### config.mk
export PLATFORM = sky130hd
export DESIGN_NAME = adcrp_top
export DESIGN_NICKNAME = d
export VERILOG_FILES = /design/src/verilog/adcrp_pkg.sv /design/src/verilog/adcrp_top.sv
export VERILOG_INCLUDE_DIRS = /design/src /design/src/verilog
export SDC_FILE = /design/constraint.sdc
export NUM_CORES = 1
export LEC_CHECK = 0
export ABC_AREA = 1
export BUFFER_PORTS_ARGS = -buffer_cell sky130_fd_sc_hd__buf_2
export CORE_MARGIN = 5
export CORE_UTILIZATION = 57
export DETAILED_ROUTE_END_ITERATION = 12
export PLACE_DENSITY = 0.86
export SYNTH_ARGS = -nofsm -noshare
export SYNTH_HDL_FRONTEND = slang
export SYNTH_SLANG_ARGS = --single-unit
### constraint.sdc
create_clock -name i_sys_clk -period 2.3 [get_ports i_sys_clk]
set_input_delay 0.115 -clock i_sys_clk [delete_from_list [all_inputs] [get_ports i_sys_clk]]
set_output_delay 0.115 -clock i_sys_clk [all_outputs]
set_load 0.005 [all_outputs]
### src/verilog/adcrp_params.svh
// Purpose: named constants for the converter read port
// Assumes: 20 MHz system clock, 50 ns period
// Notes:   times in ns, cycle counts derived from them
`ifndef ADCRP_PARAMS_SVH
`define ADCRP_PARAMS_SVH
`define ADCRP_CLK_PERIOD_NS 50
`define ADCRP_MAX_CONV_MHZ  20
`define ADCRP_DATA_W        8
`define ADCRP_FIFO_DEPTH    4
// pipeline delay of 2.5 cycles: sample on fall, result 3 rising edges later
`define ADCRP_PIPE_HALF     5
`define ADCRP_PIPE_STAGES   ((`ADCRP_PIPE_HALF + 1) / 2)
`define ADCRP_SEL_ACTIVE    1'b1
`define ADCRP_STB_ACTIVE    1'b0
`endif

### src/verilog/adcrp_pkg.sv
// Purpose: types shared by the converter read port
// Assumes: adcrp_params.svh included
// Notes:   sample word travels as a struct
`include "adcrp_params.svh"
package adcrp_pkg;
  typedef logic [`ADCRP_DATA_W-1:0] adcrp_byte_t;
  typedef struct packed
  {
    logic        valid;
    adcrp_byte_t data;
  } adcrp_smp_s;
endpackage

### src/verilog/adcrp_top.sv
// Purpose: sampling converter digital side with tri-state read port to a processor
// Assumes: one free running 20 MHz clock; processor strobes are asynchronous pins
// Notes:   read data comes from the newest result at the output of a 4 word FIFO that is drained every clock
`timescale 1ns/10ps
`include "adcrp_params.svh"

module adcrp_fifo #(
  parameter int WIDTH = `ADCRP_DATA_W,
  parameter int DEPTH = `ADCRP_FIFO_DEPTH
) (
  input  wire logic             i_sys_clk,
  input  wire logic             i_resetn,
  input  wire logic             i_in_valid,
  output logic                  o_in_ready,
  input  wire logic [WIDTH-1:0] i_in_data,
  output logic                  o_out_valid,
  input  wire logic             i_out_ready,
  output logic      [WIDTH-1:0] o_out_data
);
  localparam int AW = (DEPTH > 1) ? $clog2(DEPTH) : 1;
  logic [WIDTH-1:0] mem_r [DEPTH];
  logic [AW-1:0]    wp_r, wp_nxt, rp_r, rp_nxt;
  logic [AW:0]      cnt_r, cnt_nxt;
  logic             wr, rd;

  function automatic logic [AW-1:0] adcrp_inc(input logic [AW-1:0] p);
    adcrp_inc = (p == AW'(DEPTH - 1)) ? '0 : AW'(p + 1'b1);
  endfunction

  // honest full and empty flags drive the handshakes
  assign o_in_ready  = (cnt_r != (AW+1)'(DEPTH));
  assign o_out_valid = (cnt_r != '0);
  assign o_out_data  = mem_r[rp_r];
  assign wr          = i_in_valid & o_in_ready;
  assign rd          = o_out_valid & i_out_ready;

  // pointer and count next state
  always_comb
  begin
    wp_nxt  = wr ? adcrp_inc(wp_r) : wp_r;
    rp_nxt  = rd ? adcrp_inc(rp_r) : rp_r;
    cnt_nxt = cnt_r;
    if (wr && !rd)
    begin
      cnt_nxt = cnt_r + 1'b1;
    end
    else if (rd && !wr)
    begin
      cnt_nxt = cnt_r - 1'b1;
    end
  end

  // storage has no reset; contents are qualified by the count
  always_ff @(posedge i_sys_clk)
  begin
    if (wr)
    begin
      mem_r[wp_r] <= i_in_data;
    end
  end

  always_ff @(posedge i_sys_clk)
  begin
    if (!i_resetn)
    begin
      wp_r  <= '0;
      rp_r  <= '0;
      cnt_r <= '0;
    end
    else
    begin
      wp_r  <= wp_nxt;
      rp_r  <= rp_nxt;
      cnt_r <= cnt_nxt;
    end
  end
endmodule

module adcrp_top #(
  parameter int DATA_W     = `ADCRP_DATA_W,
  parameter int FIFO_DEPTH = `ADCRP_FIFO_DEPTH
) (
  input  wire logic              i_sys_clk,
  input  wire logic              i_resetn,
  input  wire logic [DATA_W-1:0] i_analog_code,
  input  wire logic              i_converter_select_address_bit,
  input  wire logic              i_io_space_strobe_n,
  output logic      [DATA_W-1:0] o_bus_data,
  output logic                   o_bus_data_oe,
  output logic                   o_drv_oe_n,
  output logic      [DATA_W-1:0] o_conv_data,
  output logic                   o_sample_valid,
  output logic                   o_overrun
);
  localparam int STAGES = `ADCRP_PIPE_STAGES;

  logic [DATA_W-1:0] smp_neg_r;
  logic [DATA_W-1:0] pipe_r [STAGES];
  logic [DATA_W-1:0] pipe_nxt [STAGES];
  logic [STAGES-1:0] pv_r, pv_nxt;
  logic [1:0]        sel_sync_r, stb_sync_r;
  logic              rd_active, rd_active_d_r, rd_start;
  adcrp_pkg::adcrp_smp_s newest_r, newest_nxt;
  logic [DATA_W-1:0] bus_r, bus_nxt;
  logic              oe_r, oe_nxt, ovr_r, ovr_nxt;
  logic              f_in_ready, f_out_valid, f_pop;
  logic [DATA_W-1:0] f_out_data;

  // falling edge sample of the analog code; no reset, it is a data path
  always_ff @(negedge i_sys_clk)
  begin
    smp_neg_r <= i_analog_code;
  end

  // result pipeline: half cycle from the fall plus whole stages, 2.5 in total
  always_comb
  begin
    pipe_nxt[0] = smp_neg_r;
    pv_nxt      = {pv_r[STAGES-2:0], 1'b1};
    for (int i = 1; i < STAGES; i++)
    begin
      pipe_nxt[i] = pipe_r[i-1];
    end
  end

  always_ff @(posedge i_sys_clk)
  begin
    pipe_r <= pipe_nxt;
    if (!i_resetn)
    begin
      pv_r <= '0;
    end
    else
    begin
      pv_r <= pv_nxt;
    end
  end

  // one word per clock at most; the fifo is popped every clock it holds a word, so it keeps only the newest result
  adcrp_fifo #(
    .WIDTH (DATA_W),
    .DEPTH (FIFO_DEPTH)
  ) u_fifo (
    .i_sys_clk   (i_sys_clk),
    .i_resetn    (i_resetn),
    .i_in_valid  (pv_r[STAGES-1]),
    .o_in_ready  (f_in_ready),
    .i_in_data   (pipe_r[STAGES-1]),
    .o_out_valid (f_out_valid),
    .i_out_ready (f_pop),
    .o_out_data  (f_out_data)
  );

  // drain the oldest word whenever not empty so the fifo never fills and the pipeline never stalls
  assign f_pop = f_out_valid & (~f_in_ready | 1'b1);

  // processor strobes are asynchronous pins: two flops before any logic
  always_ff @(posedge i_sys_clk)
  begin
    if (!i_resetn)
    begin
      sel_sync_r    <= '0;
      stb_sync_r    <= 2'h3;
      rd_active_d_r <= 1'b0;
    end
    else
    begin
      sel_sync_r    <= {sel_sync_r[0], i_converter_select_address_bit};
      stb_sync_r    <= {stb_sync_r[0], i_io_space_strobe_n};
      rd_active_d_r <= rd_active;
    end
  end

  // decode: bit 11 high and strobe low select the converter
  assign rd_active = (sel_sync_r[1] == `ADCRP_SEL_ACTIVE)
                   & (stb_sync_r[1] == `ADCRP_STB_ACTIVE);
  assign rd_start  = rd_active & ~rd_active_d_r;

  // newest result tracks the fifo output; bus word is latched from it at read start and held until the next read
  always_comb
  begin
    newest_nxt = newest_r;
    bus_nxt    = bus_r;
    ovr_nxt    = ovr_r;
    if (f_out_valid)
    begin
      newest_nxt.valid = 1'b1;
      newest_nxt.data  = f_out_data;
    end
    if (rd_start)
    begin
      bus_nxt = newest_r.data;
      ovr_nxt = 1'b0;
    end
    else if (f_out_valid && !f_in_ready)
    begin
      ovr_nxt = 1'b1;  // reader fell behind; the clear above wins over this set
    end
    oe_nxt = rd_active;
  end

  always_ff @(posedge i_sys_clk)
  begin
    if (!i_resetn)
    begin
      newest_r <= '0;
      bus_r    <= '0;
      oe_r     <= 1'b0;
      ovr_r    <= 1'b0;
    end
    else
    begin
      newest_r <= newest_nxt;
      bus_r    <= bus_nxt;
      oe_r     <= oe_nxt;
      ovr_r    <= ovr_nxt;
    end
  end

  // bit order kept straight: converter line one is bus bit zero
  assign o_bus_data     = bus_r;
  assign o_bus_data_oe  = oe_r;
  assign o_drv_oe_n     = ~oe_r;
  assign o_conv_data    = newest_r.data;
  assign o_sample_valid = newest_r.valid;
  assign o_overrun      = ovr_r;
endmodule

Yosys cells after proc, flatten, opt, wreduce, memory -nomap -nowiden
Memory sizes are Yosys's and may differ from the RTL's. A register that Yosys moved wholly into a read port is not among the register bits.
Cells that the tools add are included.
{"block": "word_totals", "wordCells": 46, "ram_bits": 32, "in_bits": 12, "ff_bits": 57, "output_inout_bits": 20, "n_memories": 1}
{"name": "u_fifo.mem_r", "depth": 4, "width": 8, "read_ports": 1, "rd_ports_with_merged_regs": 1, "wr": 1, "line": "adcrp_top.sv:21", "text": "logic [WIDTH-1:0] mem_r [DEPTH];"}
{"block": "classes", "eq_ne": 3, "reduce_logical": 10, "addsub": 4, "mux": 7, "bitwise_logic": 6}
{"op": "$mux 3", "n": 2}
{"op": "$add 2x1->2 const B", "n": 2}
{"op": "$eq 2x2->1 const B", "n": 2}
{"op": "$logic_not 1->1", "n": 4}
{"op": "$mux 2", "n": 2}
{"op": "$add 3x1->3 const B", "n": 1}
{"op": "$and 1x1->1", "n": 3}
{"op": "$logic_and 1x1->1", "n": 3}
{"op": "$mux 1", "n": 3}
{"op": "$ne 3x3->1 const B", "n": 1}
{"op": "$not 1->1", "n": 3}
{"op": "$reduce_bool 3->1", "n": 1}
{"op": "$sub 3x1->3 const B", "n": 1}
{"op": "$reduce_bool 2->1", "n": 1}
{"op": "$reduce_or 2->1", "n": 1}

Longest topological paths before layout
Gate-level depths: netlist (run 1).
{"block": "logic_depth", "depth_word": 6, "ltp_mapped": 14, "ltp_nobuf": 13}

Cells and area by module
From an unflattened synthesis (run 1), not the netlist that was laid out.
{"block": "unflattened", "hier_cells": 296, "area_unflattened_um2": 3248.1}
{"mod": "adcrp_fifo", "cells_per_inst": 146, "seq_area_each_um2": 1141.1, "area_per_inst_um2": 1690.4, "n_inst": 1}
{"mod": "adcrp_top", "cells_per_inst": 150, "seq_area_each_um2": 1161.1, "area_per_inst_um2": 1557.7, "n_inst": 1}

==> impl_metrics.yaml, run 1 <==
run_status:
  status: "finished clean"
grt:
  antenna_found_initial: 0
  grt_pass1_wl_um: 9120
  overflow: 0
  grt_util_all_layers_pct: 16.0
  grt_max_degree: 24
  grt_pass1_vias: 2032
cts:
  cts.repair.resized: 0
  cts-root-buf: "clkbuf_8"
  cts.htree.levels: 3
  path_clk_slew_ps: 100
  clock-sinks: 97
  postCtsHoldBufs: 2
  cts_buffers: 9
  cts_tree: "built"
  cts_max_path_buffers: 2
  clock_latency_ps: 390
  cts_setup_buffers: 0
die:
  core_um2: 5570
  die_h_um: 86.3
  die_area_um2: 7450
  pin_count: 32
  die_w_um: 86.3
  initial_core_util_pct: 59.6
  rows: 27
power_and_ir_drop:
  vdd.ir_drop.worst_v: 0.000719
  static-leakage-power_uw: 0.00164
  power_density_nw_per_um2: 1100
finish:
  final_cell_mix: "dfxtp_1, nand2_1, edfxtp_1, buf_2, inv_1"
  area_delta_synth_final_pct: 13.7
  stdcell_area_um2: 3770
  final_cell_count_no_fill: 415
  antenna_cells: 0
  fillers: 401
  mostFrequentLayoutCell: "dfxtp_1"
  utilization_pct: 67.7
  num-nets-final: 357
  drive_above_1_share_pct: 24.2
timing:
  fmaxAchievable_mhz: 518
  timing.final.crit_share_pct: 84.0
  fin_skew_ps: 37.6
  rsz0062_at_grt: "no"
  setup_tns_ps: 0
  slew_viol_final: 0
  slew_headroom_pct: 51.7
  layout_min_cycle_time_ps: 1930
  worstMarginPinSlew_ps: 723
  worst_slack_ps: 368
  finalHoldViolations: 0
  setup_viol: 0
yosys:
  yosysUniqueCellTypes: 26
  syn_area_um2: 3320
  synth_seq_cells: 97
  yosysWarnings: 0
  ys_seq_area_share_pct: 68.1
  synthCells: 291
  syn_area_per_cell_um2: 11.4
  synth_nets: 310
route:
  drt-initial-drc-count: 77
  vias: 2083
  drc: 0
  antenna_left: 0
  wl_per_cell_um: 13.1
  dr.pass1.iters: 5
  viasPerCell: 5.02
  wl_um: 5420
critical_path:
  max_stage_delay_ps: 390
  path_class: "reg -> reg"
  critical_path.startpoint_type: "register"
  path_max_fanout: 4
  critPathSlowestCell: "fa_1"
  arrival_ps: 2240
  cp_data_required_time_ps: 2610
  endpoint_kind: "register"
  crit_top_cell: "nand2_1"
  path_cells: "nor2_2 > nand2_1 > inv_1 > ha_1 > inv_1 > fa_1 > nand2_1 > nand3_1 > nand2_1 > nand2_1 > nor2_1"
placed_design:
  globalplace.congestion: 0.828
  placed_cells: 390
  post_dp_cell_area_um2: 3510
  numPortBuffers: 31
  dp_slack_ps: 435
  hpwlAfterDp_um: 3690
hold_path:
  hold_path_class: "in -> reg"
job:
  maxCapViolations: 0
==> cells in the mapped netlist, drive strengths merged <==
cell type / count / share of area, %
nand3b: 9 / 2.0
a21oi: 20 / 3.9
nand2: 72 / 9.1
nand3: 19 / 3.0
dfxtp: 65 / 39
o21ai: 5 / 0.87
buf: 10 / 2.7
inv: 23 / 2.8
clkbuf: 1 / 0.41
nand4: 8 / 1.5
or2: 2 / 0.38
ha: 6 / 2.3
nor2: 18 / 2.2
edfxtp: 32 / 29
fa: 1 / 0.60
==> layer usage <==
metal	GRT usage, %	share of wire (%)	vias to the layer above
li1	-	-	1049
met5	0	0	-
met3	5.42	7.5	11
met4	9.07	2.3	0
met1	17.8	41	952
met2	26.7	49	71
==> kinds of logic (layout without fill, tap and decap cells) <==
family / Yosys count / count (layout) / synth area share [%]
buf+inv: 34 / 86 / 5.96
simple gates: 128 / 128 / 18.2
flops: 97 / 97 / 68.1
compound gates: 25 / 25 / 4.79
fa+ha+maj: 7 / 7 / 2.86
==> where the power goes <==
group	total (µW)	internal (µW)	switching [µW]
Sequential	2100	1930	171
Clock	1190	556	629
Combinational	887	352	535
==> registers in the layout (all words and copies together), names as in the netlist, 3 cells and up <==
register      count
o_bus_data        8
smp_neg_r         8
o_conv_data       8
pipe_r            8
u_fifo.cnt_r      3
pipe_nxt         16
u_fifo.mem_r     32
pv_r              3
==> worst max-delay path, delay by kind of cell (launching register included) <==
family                   cells  cell delay [ps]
AND/OR/NAND/NOR              7              770
adder cells (fa/ha/maj)      2              560
flip-flops                   1              360
buffers and inverters        2              180
==> final timing paths <==
kind / startpoint / endpoint / slack, ps / cells after the start
worst max-delay path: u_fifo.cnt_r[0] / u_fifo.cnt_r[2] / 370 / 11
worst min-delay path: i_resetn / pv_r[0] / 80 / 1
worst max register to register: u_fifo.cnt_r[0] / u_fifo.cnt_r[2] / 370 / 11
worst min register to register: pipe_nxt[10] / pipe_nxt[2] / 330 / 0
==> layout make-up <==
type	count	area [µm²]	share of cell area, %
clock buffer	10	149	3.94
clock inverter	14	96.3	2.55
inverter	22	90.1	2.39
multi-input combinational	160	860	22.8
sequential	97	2260	59.9
tap	72	90.1	2.39
timing repair buffer	40	228	6.03
==> per-stage QoR <==
| stage | power [µW] | hold WS [ps] |
|---|---|---|
| 6_report | 4170 | 82.9 |
| 5_1_grt | 4430 | 94.9 |
| 3_3_place_gp | 2980 | 306 |
| 2_1_floorplan | 2870 | 143 |
| 4_1_cts | 4200 | 75.1 |
| 3_5_place_dp | 3030 | 309 |
Note: power is estimated with default switching activity, not from simulation.
==> run 2, diff against run 1 <==
==> constraint.sdc (replaced) <==
create_clock -name i_sys_clk -period 1.9 [get_ports i_sys_clk]
set_input_delay 0.095 -clock i_sys_clk [delete_from_list [all_inputs] [get_ports i_sys_clk]]
set_output_delay 0.095 -clock i_sys_clk [all_outputs]
set_load 0.005 [all_outputs]
==> run 2 against run 1 <==
  * Clock power grew 13%
  * Via count grew 0.58%
  * First-iteration DRC count grew 94%
  * Sequential power grew 18%
  * Combinational power grew 32%
  * Critical endpoint unchanged
  * Largest power group unchanged
==> impl_metrics.yaml, run 2 (synthesis results as in run 1) <==
finish:
  mostFrequentLayoutCell: "dfxtp_1"
  top_register: "u_fifo.mem_r"
  drive_above_1_share_pct: 25.1
  final_cell_mix: "dfxtp_1, nand2_1, edfxtp_1, buf_2, inv_1"
  largest_reg_flops: 32
  area_delta_synth_final_pct: 14.4
  num-nets-final: 361
  utilization_pct: 68.1
  final_cell_count_no_fill: 419
  fillers: 400
  antenna_cells: 0
placed_design:
  globalplace.congestion: 0.815
  hpwlAfterDp_um: 3630
  dp_slack_ps: 60.8
  placed_cells: 393
  numPortBuffers: 31
power_and_ir_drop:
  p_sw_uw: 1650
  clockPowerShare_pct: 26.9
  p_int_uw: 3320
  power_density_nw_per_um2: 1310
  p_sw_share_pct: 33.2
  static-leakage-power_uw: 0.00165
  seq_power_share_pct: 49.7
  vdd.ir_drop.worst_v: 0.000811
  comb_power_share_pct: 23.4
critical_path:
  path_cells: "nor2_4 > nand2_1 > inv_1 > ha_1 > inv_1 > fa_1 > inv_1 > nand2_1 > nand3_1 > nand2_1 > nand2_1 > nor2_1"
  path_max_fanout: 4
  critPathSlowestCell: "fa_1"
  endpoint_kind: "register"
  path_class: "reg -> reg"
  critical_path.startpoint_type: "register"
  cp_data_required_time_ps: 2180
  arrival_ps: 2090
  max_stage_delay_ps: 380
  crit_top_cell: "nand2_1"
  cp_top_family: "simple AND/OR/NAND/NOR gates"
  path_buf_inv: 3
timing:
  rsz0062_at_grt: "no"
  slew_viol_final: 0
  setup_viol: 0
  slew_headroom_pct: 76.6
  fin_skew_ps: 35.5
  timing.final.crit_share_pct: 94.9
  layout_min_cycle_time_ps: 1800
  fmaxAchievable_mhz: 555
  setup_tns_ps: 0
  holdWs_ps: 335
  worstMarginPinSlew_ps: 350
  finalHoldViolations: 0
  worst_slack_ps: 97.3
cts:
  cts.htree.levels: 3
  cts_buffers: 9
  cts-root-buf: "clkbuf_8"
  path_clk_slew_ps: 110
  cts_max_path_buffers: 2
  clock_latency_ps: 400
  clock-sinks: 97
  cts_tree: "built"
die:
  rows: 27
  pin_count: 32
  core_um2: 5570
  die_w_um: 86.3
  initial_core_util_pct: 59.6
  die_area_um2: 7450
  die_h_um: 86.3
route:
  viasPerCell: 5.00
  drt-initial-drc-count: 149
  dr.pass1.iters: 4
  wl_per_cell_um: 12.7
  drc: 0
  vias: 2095
  antenna_left: 0
  wl_um: 5320
grt:
  grt_max_degree: 21
  antenna_found_initial: 0
  grt_util_all_layers_pct: 15.8
  overflow: 0
  grt_pass1_vias: 1980
  grt_pass1_wl_um: 9070
hold_path:
  hold_path_class: "reg -> reg"
run_status:
  status: "finished clean"
job:
  maxCapViolations: 0
## run 2: changes by cell type in the layout (fill, tap and decap cells not counted), sizes merged
cell,previous run,this run
dlygate4sd3,2,3
buf,38,41
clkbuf,10,9
inv,35,34
clkinv,0,3
bufinv,1,0
## run 2: cell type report
| type | count | area [µm²] | share of cell area (%) |
|---|---|---|---|
| clock buffer | 9 | 124 | 3.26 |
| clock inverter | 15 | 103 | 2.70 |
| inverter | 22 | 92.6 | 2.44 |
| multi-input combinational | 160 | 865 | 22.8 |
| sequential | 97 | 2260 | 59.6 |
| tap | 72 | 90.1 | 2.37 |
| timing repair buffer | 44 | 260 | 6.85 |
## run 2: metrics by stage
step | power [µW] | area (µm²)
after floorplan | 3470 | 3320
after global placement | 3620 | 3540
after detailed placement | 3680 | 3540
after CTS | 5000 | 3790
after global routing | 5300 | 3800
final | 4980 | 3800
## run 2: worst paths after layout
check | end | slack (ps) | cells past startpoint | startpoint
worst min register to register | pipe_nxt[1] | 340 | 0 | pipe_nxt[9]
worst max-delay path | u_fifo.cnt_r[2] | 100 | 12 | u_fifo.cnt_r[0]
worst min-delay path | pipe_nxt[1] | 340 | 0 | pipe_nxt[9]
worst max register to register | u_fifo.cnt_r[2] | 100 | 12 | u_fifo.cnt_r[0]
## run 2: routing by layer
| layer | global-route usage [%] | share of wire [%] |
|---|---|---|
| met5 | 0 | 0 |
| met4 | 10.3 | 2.1 |
| met2 | 24.9 | 47 |
| met1 | 19.3 | 44 |
| met3 | 3.80 | 6.9 |
## run 2: power by group through the flow
stage / Combinational [µW] / Clock (µW) / Sequential (µW)
6_report: 1170 / 1340 / 2470
4_1_cts: 1170 / 1380 / 2460
2_1_floorplan: 952 / 29.2 / 2490
3_3_place_gp: 1100 / 29.2 / 2490
3_5_place_dp: 1150 / 29.2 / 2500
5_1_grt: 1320 / 1490 / 2500
## run 2: what timing repair did
item	in CTS	in global routing
buffers inserted	0	0
resized for setup	0	3
setup endpoints to repair	0	2
hold endpoints to repair	6	0
hold buffers	3	0
